**src/uc_pkg.sv**
```systemverilog
// Constants, field layouts and types of the up counter with prescaler.
// Assumes a single 20 MHz clock that also serves as the instruction clock.
package uc_pkg;

  // ----------------------------------------------------------------------
  // Register byte addresses on the APB
  // ----------------------------------------------------------------------
  localparam logic [7:0] ADDR_COUNT = 8'h00;
  localparam logic [7:0] ADDR_MODE = 8'h04;
  localparam logic [7:0] ADDR_PWR = 8'h08;
  localparam logic [7:0] ADDR_IFLAG = 8'h0C;
  localparam logic [7:0] ADDR_IEN = 8'h10;
  localparam logic [7:0] ADDR_PSCV = 8'h14;

  // ----------------------------------------------------------------------
  // Field positions and reset values
  // ----------------------------------------------------------------------
  localparam int PWR_EN_BIT = 0;
  localparam int PWR_GIE_BIT = 7;
  localparam int IFLAG_OVF_BIT = 0;
  localparam int IEN_OVF_BIT = 0;
  localparam int MODE_ASSIGN_BIT = 3;
  localparam logic [7:0] COUNT_RST = 8'h00;
  localparam logic [7:0] MODE_RST = 8'h00;
  localparam logic [7:0] PSC_RST = 8'h00;
  localparam logic [7:0] COUNT_MAX = 8'hFF;
  localparam logic [7:0] COUNT_STEP = 8'h01;
  localparam logic [7:0] MASK_FULL = 8'hFF;
  localparam logic [2:0] RATE_TOP = 3'h7;

  // ----------------------------------------------------------------------
  // Timing: cycles of APB wait, synchroniser depth
  // ----------------------------------------------------------------------
  localparam int APB_WAIT_CYCLES = 1;
  localparam int SYNC_STAGES = 2;
  localparam int NUM_SOURCES = 2;

  // ----------------------------------------------------------------------
  // Types
  // ----------------------------------------------------------------------
  typedef struct packed {
    logic low_clock_select;
    logic reserved6;
    logic count_source_select;
    logic count_edge_select;
    logic prescaler_assign_bit;
    logic [2:0] prescaler_rate_field;
  } uc_mode_t;

  typedef enum logic [2:0] {
    SRC_INSN = 3'b001,
    SRC_PIN = 3'b010,
    SRC_LRC = 3'b100
  } uc_src_t;

endpackage

```
**src/uc_first_counter.sv**
```systemverilog
// Top of the eight-bit up counter with shared prescaler, APB register slave.
// Assumes pclk is the instruction clock and the pins are slower than it.
//
// Overview of operation
// - Eight-bit up counter advances only while its enable bit is set.
// - Writing the counter loads a new start count; reading returns the count.
// - Source select and low-clock select choose the count source; zero means instruction clock.
// - Source select one with low-clock zero counts the external clock pin.
// - Source select and low-clock select both one count the low RC oscillator.
// - Edge select picks falling edges when one, rising edges when zero.
// - With assign bit zero the selected clock passes through the prescaler.
// - Writing zero to the assign bit clears the prescaler count.
// - Three-bit rate field divides by two up to 256 in powers of two.
// - The pin and oscillator sources are synchronised to the instruction clock first.
// - Counter overflow sets the overflow flag.
// - Interrupt request needs the flag plus overflow and global enables.
// - Overflow flag stays set until software writes zero to it.
// - Port pin two is the external clock input in pin source mode.
// - Assign bit one hands the prescaler to the watchdog, bypassing it here.
// - Global enable must be one for any hardware interrupt request.
//
// The APB interface to the registers and the register addresses were left to the implementer.
`timescale 1ns/1ps
module uc_first_counter
  import uc_pkg::*;
(
  // Clock and reset
  input wire logic pclk,
  input wire logic presetn,
  // APB slave
  input wire logic psel,
  input wire logic penable,
  input wire logic pwrite,
  input wire logic [31:0] paddr,
  input wire logic [31:0] pwdata,
  output logic [31:0] prdata,
  output logic pready,
  output logic pslverr,
  // Count sources
  input wire logic port_pin_two,
  input wire logic internal_low_rc_osc,
  // Interrupt request towards the core
  output logic irq_req
);

  // ----------------------------------------------------------------------
  // Address decoding
  // ----------------------------------------------------------------------
  function automatic logic addr_hit(input logic [31:0] a, input logic [7:0] off);
    return a == {24'h000000, off};
  endfunction

  wire access = psel & penable;
  wire xfer = access & pready;
  wire wr = xfer & pwrite;
  wire hit_count = addr_hit(paddr, ADDR_COUNT);
  wire hit_mode = addr_hit(paddr, ADDR_MODE);
  wire hit_pwr = addr_hit(paddr, ADDR_PWR);
  wire hit_iflag = addr_hit(paddr, ADDR_IFLAG);
  wire hit_ien = addr_hit(paddr, ADDR_IEN);
  wire hit_pscv = addr_hit(paddr, ADDR_PSCV);
  wire mapped = hit_count | hit_mode | hit_pwr | hit_iflag | hit_ien | hit_pscv;
  wire wr_count = wr & hit_count;
  wire wr_mode = wr & hit_mode;
  wire wr_pwr = wr & hit_pwr;
  wire wr_iflag = wr & hit_iflag;
  wire wr_ien = wr & hit_ien;

  // ----------------------------------------------------------------------
  // Registers
  // ----------------------------------------------------------------------
  logic [7:0] count;
  uc_mode_t mode;
  logic counter_enable_bit;
  logic global_irq_enable;
  logic overflow_flag;
  logic overflow_irq_enable;
  logic [7:0] psc_cnt;

  always_ff @(posedge pclk or negedge presetn) begin
    if (!presetn) begin
      mode <= uc_mode_t'(MODE_RST);
      counter_enable_bit <= 1'b0;
      global_irq_enable <= 1'b0;
      overflow_irq_enable <= 1'b0;
    end else begin
      if (wr_mode) begin
        mode <= uc_mode_t'(pwdata[7:0]);
      end
      if (wr_pwr) begin
        counter_enable_bit <= pwdata[PWR_EN_BIT];
        global_irq_enable <= pwdata[PWR_GIE_BIT];
      end
      if (wr_ien) begin
        overflow_irq_enable <= pwdata[IEN_OVF_BIT];
      end
    end
  end

  // ----------------------------------------------------------------------
  // Source selection and synchronisation
  // ----------------------------------------------------------------------
  logic [NUM_SOURCES-1:0] src_rise;
  logic [NUM_SOURCES-1:0] src_fall;
  uc_src_t src_kind;
  logic src_tick;

  // Pin and oscillator pass two flops before any edge is taken
  uc_sync_edge u_sync (
    .pclk(pclk),
    .presetn(presetn),
    .raw({internal_low_rc_osc, port_pin_two}),
    .rise(src_rise),
    .fall(src_fall)
  );

  assign src_kind = !mode.count_source_select ? SRC_INSN :
                    (mode.low_clock_select ? SRC_LRC : SRC_PIN);

  always_comb begin
    src_tick = 1'b0;
    case (src_kind)
      SRC_INSN: src_tick = 1'b1;
      SRC_PIN: src_tick = mode.count_edge_select ? src_fall[0] : src_rise[0];
      SRC_LRC: src_tick = mode.count_edge_select ? src_fall[1] : src_rise[1];
      default: src_tick = 1'b0;
    endcase
  end

  // ----------------------------------------------------------------------
  // Shared prescaler
  // ----------------------------------------------------------------------
  // Rate r selects the low r+1 bits; all ones marks the last input of a period
  wire [7:0] rate_mask = MASK_FULL >> (RATE_TOP - mode.prescaler_rate_field);
  wire psc_full = (psc_cnt & rate_mask) == rate_mask;
  wire psc_step = counter_enable_bit & src_tick & ~mode.prescaler_assign_bit;
  wire psc_clear = wr_mode & ~pwdata[MODE_ASSIGN_BIT];
  // Watchdog ownership passes every source tick straight to the count
  wire cnt_tick = counter_enable_bit & src_tick &
                  (mode.prescaler_assign_bit | psc_full);

  always_ff @(posedge pclk or negedge presetn) begin
    if (!presetn) begin
      psc_cnt <= PSC_RST;
    end else if (psc_clear) begin
      psc_cnt <= PSC_RST;
    end else if (psc_step) begin
      psc_cnt <= psc_cnt + COUNT_STEP;
    end
  end

  // ----------------------------------------------------------------------
  // Counter, overflow flag and interrupt
  // ----------------------------------------------------------------------
  // A software load wins over a tick in the same cycle and suppresses overflow
  wire overflow = cnt_tick & ~wr_count & (count == COUNT_MAX);
  wire flag_clear = wr_iflag & ~pwdata[IFLAG_OVF_BIT];

  always_ff @(posedge pclk or negedge presetn) begin
    if (!presetn) begin
      count <= COUNT_RST;
    end else if (wr_count) begin
      count <= pwdata[7:0];
    end else if (cnt_tick) begin
      count <= count + COUNT_STEP;
    end
  end

  always_ff @(posedge pclk or negedge presetn) begin
    if (!presetn) begin
      overflow_flag <= 1'b0;
    end else if (overflow) begin
      overflow_flag <= 1'b1;
    end else if (flag_clear) begin
      overflow_flag <= 1'b0;
    end
  end

  always_ff @(posedge pclk or negedge presetn) begin
    if (!presetn) begin
      irq_req <= 1'b0;
    end else begin
      irq_req <= overflow_flag & overflow_irq_enable & global_irq_enable;
    end
  end

  // ----------------------------------------------------------------------
  // APB answer: one wait state, read data captured before the final edge
  // ----------------------------------------------------------------------
  logic [31:0] read_mux;

  assign read_mux = hit_count ? {24'h000000, count} :
                    hit_mode ? {24'h000000, mode} :
                    hit_pwr ? {24'h000000, global_irq_enable, 6'h00, counter_enable_bit} :
                    hit_iflag ? {31'h00000000, overflow_flag} :
                    hit_ien ? {31'h00000000, overflow_irq_enable} :
                    hit_pscv ? {24'h000000, psc_cnt} :
                    32'h00000000;

  always_ff @(posedge pclk or negedge presetn) begin
    if (!presetn) begin
      pready <= 1'b0;
      pslverr <= 1'b0;
      prdata <= 32'h00000000;
    end else begin
      pready <= access & ~pready;
      if (access & ~pready) begin
        pslverr <= ~mapped;
        prdata <= pwrite ? 32'h00000000 : read_mux;
      end else begin
        pslverr <= 1'b0;
      end
    end
  end

  wire pin_rise_cfg = counter_enable_bit & (src_kind == SRC_PIN) & ~mode.count_edge_select &
                      mode.prescaler_assign_bit & ~psel;
  wire lrc_fall_cfg = counter_enable_bit & (src_kind == SRC_LRC) & mode.count_edge_select &
                      mode.prescaler_assign_bit & ~psel;
  wire pin_fall_cfg = counter_enable_bit & (src_kind == SRC_PIN) & mode.count_edge_select &
                      mode.prescaler_assign_bit & ~psel;
  wire lrc_rise_cfg = counter_enable_bit & (src_kind == SRC_LRC) & ~mode.count_edge_select &
                      mode.prescaler_assign_bit & ~psel;
  wire pin_quiet_cfg = counter_enable_bit & (src_kind == SRC_PIN) & mode.prescaler_assign_bit & ~psel;
  wire lrc_quiet_cfg = counter_enable_bit & (src_kind == SRC_LRC) & mode.prescaler_assign_bit & ~psel;

  // Prescaler steps since the counter last advanced, kept apart from psc_cnt
  logic [8:0] steps_seen;
  wire [8:0] ratio_less_one = (9'h002 << mode.prescaler_rate_field) - 9'h001;

  always_ff @(posedge pclk or negedge presetn) begin
    if (!presetn) begin
      steps_seen <= 9'h000;
    end else if (psc_clear | cnt_tick) begin
      steps_seen <= 9'h000;
    end else if (psc_step) begin
      steps_seen <= steps_seen + 9'h001;
    end
  end
endmodule // uc_first_counter

```
**src/uc_sync_edge.sv**
```systemverilog
// Two-stage synchroniser with edge detection for a group of slow inputs.
// Assumes inputs change no faster than the instruction clock.
`timescale 1ns/1ps
module uc_sync_edge
  import uc_pkg::*;
(
  // Clock and reset
  input wire logic pclk,
  input wire logic presetn,
  // Raw inputs and detected edges
  input wire logic [NUM_SOURCES-1:0] raw,
  output logic [NUM_SOURCES-1:0] rise,
  output logic [NUM_SOURCES-1:0] fall
);

  genvar i;
  generate
    for (i = 0; i < NUM_SOURCES; i = i + 1) begin : g_src
      logic s1;
      logic s2;
      logic s3;
      // First stage is read only by the second
      always_ff @(posedge pclk or negedge presetn) begin
        if (!presetn) begin
          s1 <= 1'b0;
          s2 <= 1'b0;
          s3 <= 1'b0;
        end else begin
          s1 <= raw[i];
          s2 <= s1;
          s3 <= s2;
        end
      end
      assign rise[i] = s2 & ~s3;
      assign fall[i] = ~s2 & s3;
    end
  endgenerate

endmodule // uc_sync_edge

```
**config.mk**
```make
export PLATFORM = sky130hd
export DESIGN_NAME = uc_first_counter
export DESIGN_NICKNAME = d
export VERILOG_FILES = /design/src/uc_pkg.sv /design/src/uc_first_counter.sv /design/src/uc_sync_edge.sv
export SDC_FILE = /design/constraint.sdc
export NUM_CORES = 1
export LEC_CHECK = 0
export BUFFER_PORTS_ARGS = -buffer_cell sky130_fd_sc_hd__buf_2
export CAP_MARGIN = 30
export CORE_MARGIN = 2
export CORE_UTILIZATION = 40
export DETAILED_ROUTE_END_ITERATION = 10
export GPL_ROUTABILITY_DRIVEN = 0
export PLACE_DENSITY = 0.74
export SLEW_MARGIN = 30
export SYNTH_ARGS = -nofsm -noshare
export SYNTH_HDL_FRONTEND = slang
export SYNTH_SLANG_ARGS = --single-unit
export TNS_END_PERCENT = 30
```
**constraint.sdc**
```tcl
create_clock -name pclk -period 3.3 [get_ports pclk]
set_input_delay 0.165 -clock pclk [delete_from_list [all_inputs] [get_ports pclk]]
set_output_delay 0.165 -clock pclk [all_outputs]
set_load 0.1 [all_outputs]
```
==> Implementation_results.wiki, run 1 <==
{| class="wikitable"
! Metric !! Value
|-
| Result of the run || completed
|-
| Top layer used by detailed routing || met4
|-
| Floorplan die height || 83.3 um
|-
| VDD IR-drop max || 0.178 mV
|-
| Internal || 0.738 mW
|-
| Overall Global Routing Usage || 0.160
|-
| Top cell type by total area after synthesis || sky130_fd_sc_hd__dfrtp_1
|-
| Hold Path Class || primary input to register
|-
| XOR/XNOR Fraction of Synth Area || 0.0383
|-
| Share of the clock period used by the worst path || 0.676
|-
| Share of Yosys cell area claimed by the top area cell type || 0.448
|-
| Async S/R FF share, synth || 1.00
|-
| Largest net degree at the start of global routing || 46
|-
| Sum of met3 wire segment lengths after detailed routing || approximately 320 um
|-
| Sequential element share of the synthesized area || 0.448
|-
| Core footprint || 5990 um^2
|-
| Clock root buffer master || sky130_fd_sc_hd__clkbuf_8
|-
| Width of the die || 83.3 um
|-
| Later-pin clock latency in the skew report || 0.30 ns
|-
| R2r setup slk || 1.07 ns
|-
| Transition time at the pin with the least slew margin || 0.739 ns
|-
| Sum of met2 wire segment lengths after detailed routing || around 2600 um
|-
| Fin Setup TNS || 0 ns
|-
| Post CTS Setup Buffer Count || 0
|-
| Pleak || 1.35 nW
|-
| Critical path data arrival time || roughly 2.4 ns
|-
| Count of input and output buffers || 57
|-
| Final standard cell count with taps included and fillers excluded || between 300 and 400
|-
| Global-route wire length before repair || 9090 um
|-
| Placed wire-length estimate after detailed placement || 4000 um
|-
| Combinational family with the most area after synthesis || simple AND/OR/NAND/NOR gates
|-
| Clock transition time at the flip-flop clock pins of the worst setup and hold paths || 0.08 ns
|-
| Filler Cells Inserted || 595
|-
| Vias after detailed routing || just over 2,000
|-
| Simple-gate area share of the yosys netlist || 0.216
|-
| Number of warnings reported in the yosys synthesis log || 0
|-
| Number of rows in the core area || 28
|-
| Growth of design area from synthesis to finish || 14.1%
|-
| Routed length on met1 || 2230 um
|-
| Mean area per synthesized cell || between 9 and 10 um^2
|-
| GRT overflow || 0
|-
| Mux cell area share after synthesis || 0.0811
|-
| Buffer levels on the longest clock path || 2
|-
| Switching pwr || ~0.36 mW
|-
| Remaining DRCs || 0
|-
| Cell types occupying the most area after synthesis || sky130_fd_sc_hd__dfrtp_1, sky130_fd_sc_hd__buf_4, sky130_fd_sc_hd__mux2_2
|-
| Total wire length || 5250 um
|-
| Combinational power share || 0.185
|-
| Syn Inst Count || 261
|-
| Clock buffers created by TritonCTS || 5
|-
| Max Cap Violations || 0
|-
| Total placed cells including tap cells || 385
|-
| Time the final worst path needs with I/O delays and setup || 2.23 ns
|-
| Number of library cell types mapped by synthesis || 42
|-
| Starting utilization of the core area || 0.420
|-
| Sink Count || 45
|-
| Inserted Diodes || 0
|-
| Fraction of power spent switching nets || 0.325
|-
| F_max || 0.448 GHz
|-
| Unrepaired setup endpoints after global routing || no
|-
| Adder-cell share of the synthesized area || 0.00995
|-
| CP startpoint kind || register
|-
| H-Tree Level Count || 2
|-
| Endpoints failing setup || 0
|-
| Largest fanout of any net on the critical path || 10
|-
| Total count of max-transition violations in the final report || 0
|-
| Vias in the first global route || roughly 2,000
|-
| Prevailing post-synth register cell || sky130_fd_sc_hd__dfrtp_1
|-
| Sequential group share of total power || 0.510
|-
| Summed instance area of the synthesized netlist || roughly 2500 um^2
|-
| Clock tree from TritonCTS || done
|-
| Required time at the worst-slack endpoint || 3.47 ns
|-
| Number of violations reported at the end of detailed-routing iteration 0 || 152
|-
| Number of antenna violations at the first check in global routing || 0
|-
| Per-cell via count in the routed design || approximately 5.1
|-
| Category of the most critical setup path || register to register
|-
| Total Die Area || between 6000 and 7000 um^2
|-
| Kind of end point of the critical path || register
|-
| Headroom to the max-slew limit || 0.507
|-
| Number of enable flip-flop cells after synthesis || 0
|-
| Post-route antenna net violation count || 0
|-
| Worst-case clock skew || 0.00856 ns
|-
| Compound-cell area share of the yosys netlist || 0.109
|-
| Number of failing hold endpoints at the final stage || 0
|-
| DRT Pass-1 Iters || 4
|-
| Mean routed wirelength per cell || 13.3 um
|-
| Flop and latch count out of synthesis || 45
|-
| Power Density || 381 nW/um^2
|-
| Proportion of layout cells with a drive suffix above 1 || 0.274
|-
| IO Count || 106
|-
| Part of the total power dissipated in the clock network || 0.305
|-
| Count of nets after finishing || 393
|}
==> layer usage <==
metal | vias up | track usage
met3 | 6 | 0.0388
met2 | 60 | 0.269
met5 | - | 0
li1 | 990 | -
met4 | 0 | 0.0551
met1 | 981 | 0.201
==> placed cells by master (no fill, tap or decap), types with 2 or more instances in the layout <==
cell,instances
sky130_fd_sc_hd__nor2_1,25
sky130_fd_sc_hd__dlygate4sd3_1,3
sky130_fd_sc_hd__clkinvlp_4,2
sky130_fd_sc_hd__nand2b_1,4
sky130_fd_sc_hd__ha_1,2
sky130_fd_sc_hd__clkbuf_8,5
sky130_fd_sc_hd__o21ai_0,12
sky130_fd_sc_hd__mux2i_1,8
sky130_fd_sc_hd__xnor2_1,8
sky130_fd_sc_hd__o221ai_1,6
sky130_fd_sc_hd__conb_1,24
sky130_fd_sc_hd__nor2b_1,2
sky130_fd_sc_hd__xor2_1,3
sky130_fd_sc_hd__nand3b_1,3
sky130_fd_sc_hd__buf_2,56
sky130_fd_sc_hd__mux2_2,11
sky130_fd_sc_hd__or3_1,4
sky130_fd_sc_hd__nor3_1,4
sky130_fd_sc_hd__o31ai_1,2
sky130_fd_sc_hd__a21oi_2,8
sky130_fd_sc_hd__nand2_1,31
sky130_fd_sc_hd__a21oi_1,6
sky130_fd_sc_hd__nor4_1,6
sky130_fd_sc_hd__nand3_1,5
sky130_fd_sc_hd__nand4_1,4
sky130_fd_sc_hd__nor2_2,3
sky130_fd_sc_hd__and3_1,12
sky130_fd_sc_hd__dfrtp_1,45
sky130_fd_sc_hd__inv_1,3
==> path summary, 6_finish.rpt <==
path,from,endpoint,depth (start not counted)
worst max-delay path,mode[7],psc_cnt[5],7
worst min register to register,u_sync.g_src[1].s1,u_sync.g_src[1].s2,0
worst min-delay path,pwdata[5],mode[5],2
min in group asynchronous,presetn,psc_cnt[4],2
max in group asynchronous,presetn,psc_cnt[3],2
worst max register to register,mode[7],psc_cnt[5],7
==> registers in the layout (all words and copies together), names as in the netlist <==
signal and cells:
count 8, mode 8, prdata 8, psc_cnt 8, u_sync.g_src.s1 2, u_sync.g_src.s2 2
u_sync.g_src.s3 2, counter_enable_bit 1, global_irq_enable 1, irq_req 1, overflow_flag 1, overflow_irq_enable 1
pready 1, pslverr 1
==> cell type report <==
class / count / area (um^2) / area share
clock buffers: 6 / 72.6 / 0.0253
clock inverters: 2 / 15.0 / 0.00523
inverters: 3 / 11.3 / 0.00392
multi-input cells: 205 / 1230 / 0.430
flip-flops and latches: 45 / 1130 / 0.392
well taps: 75 / 93.8 / 0.0327
repair buffers: 60 / 318 / 0.111
==> worst max-delay path, stage by stage, from the launching register on <==
cell and delay, ns:
sky130_fd_sc_hd__dfrtp_1 0.44, sky130_fd_sc_hd__nor3b_1 0.27, sky130_fd_sc_hd__a311oi_1 0.07, sky130_fd_sc_hd__o21ai_1 0.51
sky130_fd_sc_hd__and2b_1 0.29, sky130_fd_sc_hd__and3_1 0.24, sky130_fd_sc_hd__mux2i_1 0.21, sky130_fd_sc_hd__nor3_1 0.07
==> stage by stage <==
stage	hold slack, ns	total power, mW	cell area, um^2	setup slack (ns)	util
2_1_floorplan	-0.131	0.742	2600	1.12	-
3_3_place_gp	0.273	0.767	2750	0.997	0.459
6_report	0.110	1.09	2870	1.07	0.479
4_1_cts	0.0546	1.11	2860	1.06	0.477
3_5_place_dp	0.274	0.769	2750	0.951	0.459
5_1_grt	0.107	1.14	2870	0.859	0.479
==> cells by family (layout without fill, tap and decap cells) <==
family,Yosys count,count (layout)
adders and majority gates,2,2
DFF,45,45
other,1,24
buffers and inverters,34,71
and+or+nand+nor,109,109
xor gates and xnor gates,11,11
AOI/OAI and AO/OA,40,40
muxes,19,19
==> power groups by stage <==
stage                     Combinational [mW]  Sequential (mW)  Clock (mW)
after global placement                 0.198            0.569           0
after CTS                              0.201            0.558       0.349
after detailed placement               0.199            0.569           0
after floorplan                        0.164            0.579           0
after global routing                   0.213            0.559       0.368
final                                  0.202            0.558       0.334
==> cells in the mapped netlist, types with 2 or more instances <==
| cell | instances |
|---|---|
| sky130_fd_sc_hd__a21oi_1 | 6 |
| sky130_fd_sc_hd__a21oi_2 | 8 |
| sky130_fd_sc_hd__and3_1 | 12 |
| sky130_fd_sc_hd__buf_4 | 24 |
| sky130_fd_sc_hd__clkbuf_1 | 4 |
| sky130_fd_sc_hd__dfrtp_1 | 45 |
| sky130_fd_sc_hd__ha_1 | 2 |
| sky130_fd_sc_hd__inv_1 | 3 |
| sky130_fd_sc_hd__mux2_2 | 11 |
| sky130_fd_sc_hd__mux2i_1 | 8 |
| sky130_fd_sc_hd__nand2_1 | 31 |
| sky130_fd_sc_hd__nand2b_1 | 4 |
| sky130_fd_sc_hd__nand3_1 | 5 |
| sky130_fd_sc_hd__nand3b_1 | 3 |
| sky130_fd_sc_hd__nand4_1 | 4 |
| sky130_fd_sc_hd__nor2_1 | 25 |
| sky130_fd_sc_hd__nor2_2 | 3 |
| sky130_fd_sc_hd__nor2b_1 | 2 |
| sky130_fd_sc_hd__nor3_1 | 4 |
| sky130_fd_sc_hd__nor4_1 | 6 |
| sky130_fd_sc_hd__o21ai_0 | 12 |
| sky130_fd_sc_hd__o221ai_1 | 6 |
| sky130_fd_sc_hd__o31ai_1 | 2 |
| sky130_fd_sc_hd__or3_1 | 4 |
| sky130_fd_sc_hd__xnor2_1 | 8 |
| sky130_fd_sc_hd__xor2_1 | 3 |
==> repair_timing <==
item                                   in CTS  in global routing
endpoints found under the hold margin       2                 45
setup endpoints to repair                   0                  0
hold buffers                                2                  1
resized for setup                           0                  0
No activity file was read; power rests on OpenSTA's default activity.
==> inputs of run 2 (changes only) <==
--- a/config.mk
+++ b/config.mk
@@ -5,13 +5,14 @@
 export SDC_FILE = /design/constraint.sdc
 export NUM_CORES = 1
 export LEC_CHECK = 0
+export ABC_AREA = 1
 export BUFFER_PORTS_ARGS = -buffer_cell sky130_fd_sc_hd__buf_2
 export CAP_MARGIN = 30
 export CORE_MARGIN = 2
 export CORE_UTILIZATION = 40
 export DETAILED_ROUTE_END_ITERATION = 10
 export GPL_ROUTABILITY_DRIVEN = 0
-export PLACE_DENSITY = 0.74
+export PLACE_DENSITY = 0.72
 export SLEW_MARGIN = 30
 export SYNTH_ARGS = -nofsm -noshare
 export SYNTH_HDL_FRONTEND = slang
==> constraint.sdc (replaced) <==
create_clock -name pclk -period 2.1 [get_ports pclk]
set_input_delay 0.105 -clock pclk [delete_from_list [all_inputs] [get_ports pclk]]
set_output_delay 0.105 -clock pclk [all_outputs]
set_load 0.1 [all_outputs]
==> run 2 against run 1 <==
Against the previous run: first-iteration DRC count up 13%; clock power increased by 50%; final cell count grew 39%; critical path depth rose by 4; sequential power increased by 57%; die area rose by 15%; routed wire length is 29% higher; hold slack worse by 0.083 ns; setup slack got worse by 0.62 ns; clock skew decreased by 0.00096 ns; register-to-register slack worse by 0.62 ns.
==> Implementation_results.wiki, run 2 <==
{| class="wikitable"
! Metric !! Value
|-
| Result of the run || completed
|-
| Most frequent cells after synthesis || sky130_fd_sc_hd__nand2_1, sky130_fd_sc_hd__dfrtp_1, sky130_fd_sc_hd__nand3_1
|-
| GRT overflow || 0
|-
| Post-route antenna net violation count || 0
|-
| Worst-case clock skew || 0.00759 ns
|-
| Kind of end point of the critical path || register
|-
| Peak per-stage delay on the critical path || 0.39 ns
|-
| Inserted Diodes || 0
|-
| Later-pin clock latency in the skew report || 0.30 ns
|-
| Unrepaired setup endpoints after global routing || no
|-
| Growth of design area from synthesis to finish || 14.3%
|-
| Overall Global Routing Usage || 0.178
|-
| Total wire length || 6760 um
|-
| Fin Setup TNS || 0 ns
|-
| IO Count || between 100 and 150
|-
| Placed wire-length estimate after detailed placement || 5400 um
|-
| Most common cell after layout, fill and taps aside || sky130_fd_sc_hd__nand2_1
|-
| CP dominant cell by count || sky130_fd_sc_hd__nand2_1
|-
| Number of violations reported at the end of detailed-routing iteration 0 || 171
|-
| Time the final worst path needs with I/O delays and setup || 1.66 ns
|-
| Power Density || 510 nW/um^2
|-
| VDD IR-drop max || 0.196 mV
|-
| Starting utilization of the core area || 0.407
|-
| Number of enable flip-flop cells after synthesis || 0
|-
| Filler Cells Inserted || 743
|-
| Count of input and output buffers || 57
|-
| Category of the most critical setup path || register to register
|-
| F_max || between 0.6 and 0.7 GHz
|-
| Number of antenna violations at the first check in global routing || 0
|-
| Hold Path Class || primary input to register
|-
| Post-route setup slack || 0.444 ns
|-
| Share of the clock period used by the worst path || 0.789
|-
| Top cell type by total area after synthesis || sky130_fd_sc_hd__dfrtp_1
|-
| H-Tree Level Count || 2
|-
| Core footprint || 7180 um^2
|-
| Number of warnings reported in the yosys synthesis log || 0
|-
| Endpoints failing setup || 0
|-
| Clock tree from TritonCTS || done
|-
| Count of nets after finishing || 527
|-
| Pleak || 1.80 nW
|-
| Crit-path slowest cell || sky130_fd_sc_hd__dfrtp_1
|-
| Flop and latch count out of synthesis || 45
|-
| Floorplan die height || between 80 and 90 um
|-
| Async S/R FF share, synth || 1.00
|-
| Sink Count || 45
|-
| Sequence of cells on the critical path || inv_1 -> nor2_1 -> nand2_1 -> o21ai_0 -> nand2_1 -> nand3_1 -> nand2_1 -> inv_1 -> a21oi_1 -> nand2_1 -> nand3_1
|-
| Max Cap Violations || 0
|-
| Vias in the first global route || approximately 2,400
|-
| Most repeated cell in the gate-level netlist after synthesis || sky130_fd_sc_hd__nand2_1
|-
| Post CTS Setup Buffer Count || 0
|-
| Critical path data arrival time || 1.90 ns
|-
| Leading cell types in the layout, fill and taps excluded || sky130_fd_sc_hd__nand2_1, sky130_fd_sc_hd__buf_2, sky130_fd_sc_hd__dfrtp_1
|-
| Number of failing hold endpoints at the final stage || 0
|-
| Clock buffers created by TritonCTS || 5
|-
| Family with the most delay on the worst path || simple AND/OR/NAND/NOR gates
|-
| Remaining DRCs || 0
|-
| Quantity of gates resized following cts || 0
|-
| Cell types occupying the most area after synthesis || sky130_fd_sc_hd__dfrtp_1, sky130_fd_sc_hd__nand2_1, sky130_fd_sc_hd__nand3_1
|-
| Required time at the worst-slack endpoint || 2.34 ns
|-
| Clock root buffer master || sky130_fd_sc_hd__clkbuf_8
|-
| Mean area per synthesized cell || 7.55 um^2
|-
| Syn Inst Count || 387
|-
| Width of the die || 89.4 um
|-
| Prevailing post-synth register cell || sky130_fd_sc_hd__dfrtp_1
|-
| Total count of max-transition violations in the final report || 0
|-
| Global-route wire length before repair || approximately 11,000 um
|-
| DRT Pass-1 Iters || 4
|-
| Number of library cell types mapped by synthesis || 33
|-
| Proportion of layout cells with a drive suffix above 1 || 0.210
|-
| Mean routed wirelength per cell || 12.3 um
|-
| Summed instance area of the synthesized netlist || ~2900 um^2
|-
| Vias after detailed routing || about 2,600
|-
| Largest net degree at the start of global routing || 21
|-
| Count of buffering cells on the critical path with inverters included || 2
|-
| Buffer levels on the longest clock path || 2
|-
| Number of rows in the core area || 31
|-
| CP startpoint kind || register
|-
| Total Die Area || 8000 um^2
|-
| Share of Yosys cell area claimed by the top area cell type || 0.386
|-
| Clock transition time at the flip-flop clock pins of the worst setup and hold paths || 0.08 ns
|-
| Worst setup slack before clock tree synthesis || 0.460 ns
|-
| Per-cell via count in the routed design || 4.76
|-
| Hold-fix buffer count after cts || 3
|-
| Largest fanout of any net on the critical path || 7
|-
| Sequential element share of the synthesized area || 0.386
|}
## run 2: cell count changes after synthesis, sizes merged, moves of 5 or more
cell,previous run,this run
a21oi,14,8
and3,12,1
inv,3,37
mux2,11,0
mux2i,8,0
nand2,32,122
nand3,5,41
nand4,4,10
nor2,28,40
nor4,6,1
o21ai,13,26
o221ai,6,0
xnor2,8,2
## run 2: cell type report
| class | count | area (um^2) | area share |
|---|---|---|---|
| multi-input cells | 301 | 1530 | 0.459 |
| flip-flops and latches | 45 | 1130 | 0.337 |
| repair buffers | 63 | 338 | 0.101 |
| inverters | 38 | 143 | 0.0427 |
| well taps | 99 | 124 | 0.0371 |
| clock buffers | 5 | 68.8 | 0.0206 |
| clock inverters | 1 | 5.00 | 0.00150 |
## run 2: worst reg2reg max path: cells and delay by family, from the launching register on
kind | cells | cell delay [ns]
AO/OA/AOI/OAI | 2 | 0.45
buffers and inverters | 2 | 0.24
flip-flops | 1 | 0.39
AND/OR/NAND/NOR | 7 | 0.53
## run 2: logic make-up after synthesis
logic type      share of synthesized area
compound gates                     0.0818
buf+inv                             0.119
other cells                       0.00128
flops                               0.386
simple gates                        0.377
fa+ha+maj                         0.00857
xor+xnor                           0.0270
## run 2: path summary, 6_finish.rpt
path	start	to	slack (ns)	cells past startpoint
min reg2reg	u_sync.g_src[1].s1	u_sync.g_src[1].s2	0.36	0
max in group asynchronous	presetn	count[1]	1.29	3
max reg2reg	mode[4]	count[6]	0.44	11
max	mode[4]	count[6]	0.44	11
min	pwdata[5]	mode[5]	0.03	3
min in group asynchronous	presetn	prdata[3]	0.23	2
## run 2: stage by stage
stage	cell area, um^2	std cells	power, mW	hold WS [ns]	utilization
global placement	3230	543	1.21	0.0259	0.451
CTS	3340	552	1.71	0.0186	0.465
global route	3340	552	1.76	0.0243	0.465
detailed placement	3230	543	1.21	0.0288	0.451
floorplan	3010	410	1.17	-0.191	-
finish	3340	552	1.70	0.0271	0.465
## run 2: routing by layer
metal | wire length [um] | part of all wire | vias to the layer above | GRT usage
met3 | 345 | 0.051 | 11 | 0.0314
met4 | 112 | 0.017 | 0 | 0.0529
met1 | 3130 | 0.46 | 1202 | 0.243
li1 | - | - | 1333 | -
met5 | 0 | 0 | - | 0
met2 | 3170 | 0.47 | 80 | 0.289
## run 2: where the power goes
part	switching [mW]	total [mW]	internal, mW
Clock	0.282	0.501	0.219
Sequential	0.00454	0.878	0.873
Combinational	0.272	0.323	0.0504
